<file path="src/rtl/apg_pkg.sv">
/*
  Shared constants and types for the axis pulse train generator.
  Assumes a single 40 MHz system clock and an APB register port.
*/
package apg_pkg;
  // system clock rate in Hz
  localparam int CLK_HZ = 40_000_000;
  // reverse sign lead time in microseconds, and its cycle count
  localparam int SIGN_LEAD_US = 100;
  localparam int SIGN_LEAD_CYC = (CLK_HZ / 1_000_000) * SIGN_LEAD_US;
  // acceleration update interval in milliseconds, and its cycle count
  localparam int ACC_TICK_MS = 1;
  localparam int ACC_TICK_CYC_DEF = (CLK_HZ / 1000) * ACC_TICK_MS;
  // number of axes; three fast inputs are wired per axis
  localparam int AXES_DEF = 2;
  // speed change per acceleration interval, pulses/s
  localparam logic [17:0] ACC_STEP_DEF = 18'h003E8;
  // braking distance estimate shift
  localparam int DEC_SHIFT_DEF = 4;
  // address split: axis index above, register offset below
  localparam int AXIS_SHIFT = 5;
  // per-axis register offsets
  localparam logic [4:0] REG_CFG = 5'h00;
  localparam logic [4:0] REG_UPPER = 5'h04;
  localparam logic [4:0] REG_LOWER = 5'h08;
  localparam logic [4:0] REG_SLIM = 5'h0C;
  localparam logic [4:0] REG_BIAS = 5'h10;
  localparam logic [4:0] REG_TSPD = 5'h14;
  localparam logic [4:0] REG_MOVE = 5'h18;
  localparam logic [4:0] REG_POS = 5'h1C;
  // shared input status register
  localparam logic [7:0] REG_INPUTS = 8'h40;
  // control/status field positions
  localparam int CFG_MODE = 0;
  localparam int CFG_DIRSET = 2;
  localparam int CFG_SCURVE = 3;
  localparam int CFG_START = 4;
  localparam int CFG_STOP = 5;
  localparam int CFG_BUSY = 8;
  localparam int CFG_ERR = 9;
  localparam int CFG_LEAD = 10;
  // reset values and setting range
  localparam logic [31:0] UPPER_RST = 32'h7FFFFFFF;
  localparam logic [31:0] LOWER_RST = 32'h80000000;
  localparam logic [17:0] SLIM_RST = 18'h02710;
  localparam logic [17:0] BIAS_RST = 18'h00000;
  localparam logic [17:0] SPEED_MAX = 18'h30D40;
  localparam logic [17:0] SPEED_MIN = 18'h00001;
  // pulse output encodings
  typedef enum logic [1:0] {
    MODE_FR = 2'b00,
    MODE_PS = 2'b01,
    MODE_Q1 = 2'b10,
    MODE_Q4 = 2'b11
  } apg_mode_t;
  // axis motion states
  typedef enum logic [1:0] {
    ST_IDLE = 2'b00,
    ST_LEAD = 2'b01,
    ST_RUN = 2'b10
  } apg_state_t;
endpackage

</file>
<file path="src/rtl/apg_pulse_enc.sv">
/*
  Output encoder for one axis: turns quarter-period ticks into the
  two feed lines in the selected encoding.
  Assumes the caller gives a tick per quarter period and its index.
*/
`timescale 1ns/100ps
`default_nettype none
module apg_pulse_enc
  import apg_pkg::*;
(
  input wire logic pclk,
  input wire logic presetn,
  input wire logic [1:0] mode,
  input wire logic dir,
  input wire logic run,
  input wire logic clr,
  input wire logic tick,
  input wire logic [1:0] q,
  output logic feed_a,
  output logic feed_b
);
  // line levels and quadrature phase counter
  typedef struct packed {
    logic a;
    logic b;
    logic [1:0] ph;
  } apg_enc_t;
  apg_enc_t s;
  apg_enc_t n;

  // next line levels
  always_comb
  begin
    n = s;
    if (clr)
    begin
      // fault: every line is driven off
      n = '0;
    end
    else if (!run)
    begin
      // idle: quadrature holds its phase so no stray edge reaches the drive
      if (!mode[1])
      begin
        n.a = 1'b0;
        n.b = 1'b0;
        // phase restarts too, so a later quadrature run starts from the held lines
        n.ph = 2'b00;
      end
    end
    else if (mode == MODE_FR)
    begin
      if (tick)
      begin
        n.a = dir & ~q[1];
        n.b = ~dir & ~q[1];
      end
    end
    else if (mode == MODE_PS)
    begin
      n.b = dir;
      if (tick)
      begin
        n.a = ~q[1];
      end
    end
    else
    begin
      // x1 steps every quarter, x4 once per command pulse
      if (tick && (mode == MODE_Q1 || q == 2'b00))
      begin
        n.ph = dir ? s.ph + 2'b01 : s.ph - 2'b01;
      end
      n.a = n.ph[1] ^ n.ph[0];
      n.b = n.ph[1];
    end
  end

  // state register
  always_ff @(posedge pclk or negedge presetn)
  begin
    if (!presetn)
    begin
      s <= '0;
    end
    else
    begin
      s <= n;
    end
  end

  assign feed_a = s.a;
  assign feed_b = s.b;
endmodule
`default_nettype wire

</file>
<file path="src/rtl/apg_top.sv">
/*
  Axis pulse train generator: APB registers, speed shaping, position
  tracking, stroke checks and one output encoder per axis.
  Assumes APB master on pclk; fast_inputs high means the input element
  conducts. Each axis uses three fast inputs: ready, upper, lower.
*/
// Added by the designer: the placing of the registers and register access over APB.
`timescale 1ns/100ps
`default_nettype none
// Summary of operation
// - conducting input reads on, else off
// - positioning reads inputs as negative logic
// - four output encodings, forward/reverse default
// - forward pulses on forward line only
// - sign on reverse line, pulses on forward line
// - reverse sign leads first pulse by 100us
// - quadrature: B lags forward, A lags reverse
// - x1 four edges, x4 one edge per pulse
// - direction setting picks position count sense
// - signed stroke limits, full range defaults
// - equal stroke limits disable the check
// - speed limit 1..200000, default 10000
// - any speed above limit is clamped
// - start floor speed is minimum speed
// - trapezoid or S-curve, trapezoid default
// - on error outputs are cleared
// - independent parameter set per axis
module apg_top
  import apg_pkg::*;
#(
  parameter int AX = AXES_DEF,
  parameter int ACC_TICK_CYC = ACC_TICK_CYC_DEF,
  parameter logic [17:0] ACC_STEP = ACC_STEP_DEF,
  parameter int DEC_SHIFT = DEC_SHIFT_DEF
)(
  input wire logic pclk,
  input wire logic presetn,
  input wire logic psel,
  input wire logic penable,
  input wire logic pwrite,
  input wire logic [7:0] paddr,
  input wire logic [31:0] pwdata,
  output logic pready,
  output logic [31:0] prdata,
  output logic pslverr,
  input wire logic [5:0] fast_inputs,
  input wire logic [9:0] standard_inputs,
  output logic [AX-1:0] feed_out_f,
  output logic [AX-1:0] feed_out_r,
  output logic [AX-1:0] axis_busy,
  output logic [AX-1:0] axis_error
);
  // s-curve jerk: the per-interval step grows by this much
  localparam logic [17:0] JERK = (ACC_STEP >> 3) == 18'h00000 ? 18'h00001 : ACC_STEP >> 3;

  // whole block state; one array entry per axis
  typedef struct packed {
    apg_state_t [AX-1:0] st;
    apg_mode_t [AX-1:0] mode;
    logic [AX-1:0] dirset;
    logic [AX-1:0] scurve;
    logic [AX-1:0] err;
    logic [AX-1:0] dir;
    logic [AX-1:0][31:0] upper;
    logic [AX-1:0][31:0] lower;
    logic [AX-1:0][31:0] pos;
    logic [AX-1:0][31:0] rem;
    logic [AX-1:0][31:0] move;
    logic [AX-1:0][17:0] slim;
    logic [AX-1:0][17:0] bias;
    logic [AX-1:0][17:0] tspd;
    logic [AX-1:0][17:0] spd;
    logic [AX-1:0][17:0] inc;
    logic [AX-1:0][25:0] nco;
    logic [AX-1:0][1:0] q;
    logic [AX-1:0][11:0] lead;
    logic [15:0] tick;
    logic [31:0] prdata;
  } apg_regs_t;
  apg_regs_t r;
  apg_regs_t n;

  logic [AX-1:0] enc_tick; // quarter step handed to the encoder
  logic [AX-1:0] issue; // a command pulse starts this cycle
  logic [AX-1:0] up; // this pulse counts position upward
  logic [AX-1:0] sw_viol; // next position leaves the stroke window
  logic [AX-1:0][17:0] floor_v; // effective minimum speed
  logic mapped; // address hits a register

  // zero wait states: read data is captured in the setup cycle
  assign pready = 1'b1;
  assign pslverr = psel & penable & ~mapped;
  assign prdata = r.prdata;

  // address decode
  always_comb
  begin
    if (paddr == REG_INPUTS)
    begin
      mapped = 1'b1;
    end
    else if (int'(paddr[7:AXIS_SHIFT]) < AX && paddr[1:0] == 2'b00)
    begin
      mapped = 1'b1;
    end
    else
    begin
      mapped = 1'b0;
    end
  end

  // next state for the bus, the timer and every axis
  always_comb
  begin
    logic wr;
    logic hit;
    logic flt;
    logic brk;
    logic qt;
    logic [4:0] off;
    logic [17:0] tg;
    logic [17:0] gl;
    logic [17:0] stp;
    logic [18:0] sum;
    logic [26:0] acc;
    logic [31:0] nx;
    logic [31:0] rd;
    logic [31:0] mag;
    wr = psel & penable & pwrite;
    hit = 1'b0;
    flt = 1'b0;
    brk = 1'b0;
    qt = 1'b0;
    off = paddr[4:0];
    tg = '0;
    gl = '0;
    stp = '0;
    sum = '0;
    acc = '0;
    nx = '0;
    rd = '0;
    mag = '0;
    n = r;
    enc_tick = '0;
    issue = '0;
    up = '0;
    sw_viol = '0;
    floor_v = '0;
    // acceleration interval timer, shared by all axes
    n.tick = (r.tick == 16'(ACC_TICK_CYC - 1)) ? 16'h0000 : r.tick + 16'h0001;
    // shared input status; conducting inputs read as on
    if (psel && !penable && !pwrite && paddr == REG_INPUTS)
    begin
      rd = {16'h0000, standard_inputs, fast_inputs};
    end
    for (int a = 0; a < AX; a++)
    begin
      hit = (int'(paddr[7:AXIS_SHIFT]) == a);
      // floor never above the limit, and at least one pulse/s to move
      floor_v[a] = (r.bias[a] > r.slim[a]) ? r.slim[a] : r.bias[a];
      if (floor_v[a] < SPEED_MIN)
      begin
        floor_v[a] = SPEED_MIN;
      end
      // commanded speed clamped between floor and limit
      tg = (r.tspd[a] > r.slim[a]) ? r.slim[a] : r.tspd[a];
      tg = (tg < floor_v[a]) ? floor_v[a] : tg;
      // rough braking estimate: start slowing near the end of the move
      brk = r.rem[a] <= {14'h0000, (r.spd[a] - floor_v[a]) >> DEC_SHIFT};
      gl = brk ? floor_v[a] : tg;
      // position sense and stroke window check
      up[a] = r.dir[a] ^ r.dirset[a];
      nx = up[a] ? r.pos[a] + 32'h00000001 : r.pos[a] - 32'h00000001;
      sw_viol[a] = (r.upper[a] != r.lower[a])
        && ($signed(nx) > $signed(r.upper[a]) || $signed(nx) < $signed(r.lower[a]));
      // an off input means not ready or limit reached
      flt = !fast_inputs[3*a]
        || (r.dir[a] && !fast_inputs[3*a+1]) || (!r.dir[a] && !fast_inputs[3*a+2]);
      // motion sequencing
      case (r.st[a])
        ST_LEAD:
        begin
          // sign already off; wait before the first reverse pulse
          if (r.lead[a] == 12'h000)
          begin
            n.st[a] = ST_RUN;
          end
          else
          begin
            n.lead[a] = r.lead[a] - 12'h001;
          end
        end
        ST_RUN:
        begin
          // speed ramp once per interval
          if (r.tick == 16'h0000)
          begin
            stp = r.scurve[a] ? r.inc[a] : ACC_STEP;
            if (r.spd[a] == gl)
            begin
              n.inc[a] = '0;
            end
            else
            begin
              n.inc[a] = (r.inc[a] + JERK > ACC_STEP) ? ACC_STEP : r.inc[a] + JERK;
            end
            if (r.spd[a] < gl)
            begin
              sum = {1'b0, r.spd[a]} + {1'b0, stp};
              n.spd[a] = (sum > {1'b0, gl}) ? gl : sum[17:0];
            end
            else if (r.spd[a] > gl)
            begin
              n.spd[a] = (r.spd[a] - gl < stp) ? gl : r.spd[a] - stp;
            end
          end
          // rate generator: four quarter ticks per pulse at spd pulses/s
          acc = {1'b0, r.nco[a]} + {7'h00, r.spd[a], 2'b00};
          qt = acc >= 27'(CLK_HZ);
          n.nco[a] = qt ? 26'(acc - 27'(CLK_HZ)) : acc[25:0];
          if (qt && r.q[a] != 2'b11)
          begin
            n.q[a] = r.q[a] + 2'b01;
            enc_tick[a] = 1'b1;
          end
          else if (qt && r.rem[a] == 32'h00000000)
          begin
            // last pulse has completed its period
            n.st[a] = ST_IDLE;
          end
          else if (qt && sw_viol[a])
          begin
            n.err[a] = 1'b1;
            n.st[a] = ST_IDLE;
          end
          else if (qt)
          begin
            n.q[a] = 2'b00;
            n.pos[a] = nx;
            n.rem[a] = r.rem[a] - 32'h00000001;
            enc_tick[a] = 1'b1;
            issue[a] = 1'b1;
          end
        end
        default:
        begin
          n.st[a] = ST_IDLE;
        end
      endcase
      // register writes
      if (wr && hit)
      begin
        if (off == REG_CFG)
        begin
          if (pwdata[CFG_ERR])
          begin
            n.err[a] = 1'b0;
          end
          if (r.st[a] == ST_IDLE)
          begin
            n.mode[a] = apg_mode_t'(pwdata[CFG_MODE+:2]);
            n.dirset[a] = pwdata[CFG_DIRSET];
            n.scurve[a] = pwdata[CFG_SCURVE];
          end
          if (pwdata[CFG_STOP])
          begin
            n.st[a] = ST_IDLE;
          end
          else if (pwdata[CFG_START] && r.st[a] == ST_IDLE && !r.err[a]
                   && r.move[a] != 32'h00000000)
          begin
            mag = r.move[a][31] ? 32'h00000000 - r.move[a] : r.move[a];
            n.dir[a] = ~r.move[a][31];
            n.rem[a] = mag;
            n.spd[a] = floor_v[a];
            n.inc[a] = '0;
            n.nco[a] = '0;
            n.q[a] = 2'b11;
            n.lead[a] = 12'(SIGN_LEAD_CYC - 1);
            n.st[a] = (r.mode[a] == MODE_PS && r.move[a][31]) ? ST_LEAD : ST_RUN;
          end
        end
        else if (off == REG_UPPER)
        begin
          n.upper[a] = pwdata;
        end
        else if (off == REG_LOWER)
        begin
          n.lower[a] = pwdata;
        end
        else if (off == REG_SLIM)
        begin
          // setting range 1..200000
          n.slim[a] = (pwdata > {14'h0000, SPEED_MAX}) ? SPEED_MAX
            : (pwdata == 32'h00000000) ? SPEED_MIN : pwdata[17:0];
        end
        else if (off == REG_BIAS)
        begin
          n.bias[a] = (pwdata > {14'h0000, SPEED_MAX}) ? SPEED_MAX : pwdata[17:0];
        end
        else if (off == REG_TSPD)
        begin
          // a new speed while running is clamped like any other
          n.tspd[a] = (pwdata > {14'h0000, SPEED_MAX}) ? SPEED_MAX : pwdata[17:0];
        end
        else if (off == REG_MOVE)
        begin
          n.move[a] = pwdata;
        end
        else if (off == REG_POS && r.st[a] == ST_IDLE)
        begin
          n.pos[a] = pwdata;
        end
      end
      // speed always held at or below the limit, and at or above the floor while running, even after a limit change
      if (n.spd[a] > n.slim[a])
      begin
        n.spd[a] = n.slim[a];
      end
      else if (n.st[a] == ST_RUN && n.spd[a] < floor_v[a])
      begin
        n.spd[a] = floor_v[a];
      end
      // faults win over any write in the same cycle
      if (r.st[a] != ST_IDLE && flt)
      begin
        n.err[a] = 1'b1;
        n.st[a] = ST_IDLE;
      end
      // read data captured in the setup cycle
      if (psel && !penable && !pwrite && hit)
      begin
        if (off == REG_CFG)
        begin
          rd[CFG_MODE+:2] = r.mode[a];
          rd[CFG_DIRSET] = r.dirset[a];
          rd[CFG_SCURVE] = r.scurve[a];
          rd[CFG_BUSY] = r.st[a] != ST_IDLE;
          rd[CFG_ERR] = r.err[a];
          rd[CFG_LEAD] = r.st[a] == ST_LEAD;
        end
        else if (off == REG_UPPER)
        begin
          rd = r.upper[a];
        end
        else if (off == REG_LOWER)
        begin
          rd = r.lower[a];
        end
        else if (off == REG_SLIM)
        begin
          rd = {14'h0000, r.slim[a]};
        end
        else if (off == REG_BIAS)
        begin
          rd = {14'h0000, r.bias[a]};
        end
        else if (off == REG_TSPD)
        begin
          rd = {14'h0000, r.tspd[a]};
        end
        else if (off == REG_MOVE)
        begin
          rd = r.move[a];
        end
        else if (off == REG_POS)
        begin
          rd = r.pos[a];
        end
      end
    end
    if (psel && !penable && !pwrite)
    begin
      n.prdata = rd;
    end
  end

  // state register with documented defaults
  always_ff @(posedge pclk or negedge presetn)
  begin
    if (!presetn)
    begin
      r <= '0;
      r.upper <= {AX{UPPER_RST}};
      r.lower <= {AX{LOWER_RST}};
      r.slim <= {AX{SLIM_RST}};
      r.bias <= {AX{BIAS_RST}};
    end
    else
    begin
      r <= n;
    end
  end

  // one encoder and its checks per axis
  for (genvar g = 0; g < AX; g++)
  begin : g_ax
    logic [12:0] lead_seen; // cycles spent in the sign lead
    always_ff @(posedge pclk or negedge presetn)
    begin
      if (!presetn)
      begin
        lead_seen <= '0;
      end
      else
      begin
        lead_seen <= (r.st[g] == ST_LEAD) ? lead_seen + 13'h0001 : 13'h0000;
      end
    end

    apg_pulse_enc u_enc (
      .pclk(pclk),
      .presetn(presetn),
      .mode(r.mode[g]),
      .dir(r.dir[g]),
      .run(r.st[g] != ST_IDLE),
      .clr(r.err[g]),
      .tick(enc_tick[g]),
      .q(n.q[g]),
      .feed_a(feed_out_f[g]),
      .feed_b(feed_out_r[g])
    );
    assign axis_busy[g] = r.st[g] != ST_IDLE;
    assign axis_error[g] = r.err[g];

  end
endmodule
`default_nettype wire

</file>
<file path="config.mk">
export PLATFORM = sky130hd
export DESIGN_NAME = apg_top
export DESIGN_NICKNAME = d
export VERILOG_FILES = /design/src/rtl/apg_pkg.sv /design/src/rtl/apg_pulse_enc.sv /design/src/rtl/apg_top.sv
export SDC_FILE = /design/constraint.sdc
export NUM_CORES = 2
export LEC_CHECK = 0
export BUFFER_PORTS_ARGS = -buffer_cell sky130_fd_sc_hd__buf_4
export CAP_MARGIN = 40
export CORE_UTILIZATION = 70
export CTS_BUF_LIST = sky130_fd_sc_hd__clkbuf_4 sky130_fd_sc_hd__clkbuf_8 sky130_fd_sc_hd__clkbuf_16
export DETAILED_ROUTE_END_ITERATION = 7
export PLACE_DENSITY_LB_ADDON = 0.15
export SYNTH_ARGS = -nofsm -noshare
export SYNTH_HDL_FRONTEND = slang
export SYNTH_HIERARCHICAL = 1
export SYNTH_SLANG_ARGS = --single-unit
</file>
<file path="constraint.sdc">
create_clock -name pclk -period 35.7 [get_ports pclk]
set_input_delay 3.57 -clock pclk [delete_from_list [all_inputs] [get_ports pclk]]
set_output_delay 3.57 -clock pclk [all_outputs]
set_load 0.1 [all_outputs]
</file>
==> flow_summary.yaml <==
run_status:
  outcome: "finished, violations left"
  failed_checks: "design-rule violations"
die:
  floorplan.initialDensity: 0.710
  die_y_um: 291
  io_pins: 103
  die_width_um: 291
  coreArea_um2: 82400
  dieArea_um2: 84800
  num_rows: 105
placed_design:
  place_area_um2: 60300
  dp.cells: 7988
  hpwl_um: 153000
  io_buffers: 101
  post-place-ws_ns: 19.52
  gp_congestion: 1.04
sta:
  min_period_ns: 16.48
  rsz0062_at_grt: "false"
  maxSlewViolCount: 0
  max_freq_mhz: 60.7
  tns_ns: 0
  finClkSkew_ns: 0.0367
  fin_crit_sh: 0.462
  finalHoldViolations: 0
  finalSetupViolations: 0
  worst_pin_slew_ns: 1.02
  setup_slack_ns: 19.22
  maxSlewHeadroom: 0.320
logic_synthesis:
  syn_area_per_cell_um2: 8.29
  synth.top_cells.by_count: "nand2_1, ha_1, o21ai_0"
  yosys.area.top_type: "dfrtp_1"
  yosys-top-cells-area: "dfrtp_1, ha_1, o21ai_0"
  syn_inst: 7059
  yosys.cell_count.top_type: "nand2_1"
  ys.flop_type: "dfrtp_1"
  synth-seq-cells: 648
  syn_area_um2: 58500
  yosys.area.top_type_share: 0.245
  async_reset_ff_frac: 1.00
  ys_types: 111
  synth_edf_count: 0
  ys_seq_area_frac: 0.279
  synth_warnings: 6
  synthesis.nets: 7783
detailed_routing:
  ant_nets: 0
  route.met3.wl_um: 23800
  wl_um: 204000
  highest_layer: "met5"
  wl_met1_um: 78800
  drtIter0Drc: 6805
  via_per_inst: 6.87
  post-route-drc-count: 30
  wl_per_cell_um: 25.0
  vias: 55900
  drt_pass1_iterations: 8
  wl_met2_um: 85400
power:
  p_leak_nw: 28.1
  power_density_nw_per_um2: 53.3
  power_w: 0.00336
  peakVddDrop_mv: 0.0656
clock_network:
  post_cts_resized: 0
  htree_levels: 3
  cts_tree: "yes"
  clk_latency_ns: 0.67
  postCtsSetupBuffers: 0
  hold_buffers: 0
  numCtsBuffers: 76
  clockBufferDepth: 3
  cts_root_buffer: "clkbuf_16"
  cts_sinks: 648
  path_clk_slew_ns: 0.06
grt:
  grt_max_degree: 102
  grt_overflow: 0
  grt_use_total: 0.470
  grt_pass1_vias: 53000
  grt_pass1_wl_um: 311000
  antenna_found_initial: 7
cells_and_area:
  drive_above_1_share: 0.0938
  fin_area_um2: 63000
  fin_cells: 8133
  area.growth.synth_to_final_pct: 7.69
  nets: 7723
setup_path:
  cp-end-kind: "flip-flop"
  path_class: "flip-flop to flip-flop"
  crit_arrival_ns: 16.99
  critPathMaxFanout: 34
  max_stage_delay_ns: 0.70
  r2r_slack_ns: 19.22
  critPathSlowestCell: "o21ai_0"
  path_delay_family: "compound AO/OA/AOI/OAI gates"
  worstPathRequired_ns: 36.21
  cp-start-kind: "flip-flop"
  cp_num_buf_inv: 4
job:
  drv_cap: 0
worst_hold_path:
  worst_hold_path_type: "flip-flop to flip-flop"
final timing paths:
check | from | end | cells past startpoint
max | r[285] | r[170] | 71
min reg2reg | r[41] | r[41] | 1
min in group asynchronous | presetn | r[332] | 1
min | r[41] | r[41] | 1
max in group asynchronous | presetn | r[546] | 5
max reg2reg | r[285] | r[170] | 71
layout make-up:
type,count,area [um2]
Antenna cell,3,7.51
Clock buffer,115,2330
Clock inverter,24,357
Fill cell,6082,19400
Inverter,457,1720
Multi-Input combinational cell,5593,39100
Sequential cell,648,16300
Tap cell,1070,1340
Timing Repair Buffer,223,1900
cells by family after synthesis:
logic type | after synthesis | share of synthesized area
AO/OA/AOI/OAI | 1911 | 0.204
XOR/XNOR | 472 | 0.0706
adder cells (fa/ha/maj) | 668 | 0.144
buffers and inverters | 818 | 0.0560
flip-flops | 648 | 0.279
multiplexers | 410 | 0.0736
other | 1 | 0.0000641
AND/OR/NAND/NOR | 2131 | 0.173
per-layer routing:
metal,global-route usage,vias to the layer above
li1,-,25200
met1,0.612,26400
met2,0.696,3526
met3,0.115,816
met4,0.307,6
met5,0,-
metrics by stage:
step / utilization / hold slack (ns)
2_1_floorplan: - / 0.451
3_3_place_gp: 0.727 / 0.484
3_5_place_dp: 0.732 / 0.492
4_1_cts: 0.765 / 0.497
5_1_grt: 0.765 / 0.534
6_report: 0.765 / 0.502
flip-flops by register name, summed over array words and instances, names as in the netlist:
signal	cells
axis_error	2
g_ax.u_enc/feed_a	2
g_ax.u_enc/feed_b	2
g_ax.u_enc/s	4
prdata	32
r	606
power breakdown:
group / switching [W] / total, W / internal, W
clock: 0.000348 / 0.000847 / 0.000499
combinational: 0.00102 / 0.00171 / 0.000696
sequential: 0.0000445 / 0.000799 / 0.000755
total: 0.00141 / 0.00336 / 0.00195
cells in the final DEF, fill, tap and decap left out, types with 38 or more instances in the layout:
master / synthesis / final
o21ai_0: 624 / 624
xor2_1: 155 / 155
dfstp_2: 74 / 74
inv_1: 454 / 454
nor4_1: 81 / 80
nor3_1: 112 / 110
or3_1: 63 / 63
ha_1: 653 / 652
nor2_1: 499 / 494
o21bai_1: 53 / 53
dfrtp_1: 574 / 574
clkbuf_16: 0 / 77
a31oi_1: 60 / 58
a21o_1: 128 / 128
o21a_1: 66 / 66
nand2_1: 763 / 760
nand2b_1: 88 / 88
nor2b_1: 82 / 82
mux2i_1: 270 / 270
mux2_2: 132 / 132
xnor2_1: 317 / 316
o31ai_1: 42 / 42
and3_1: 57 / 54
o211ai_1: 63 / 63
nand3_1: 108 / 108
buf_4: 46 / 201
a221oi_1: 38 / 38
a21oi_1: 476 / 473
a211oi_1: 70 / 70
nand4_1: 110 / 110
No activity file was read; power rests on OpenSTA's default activity.
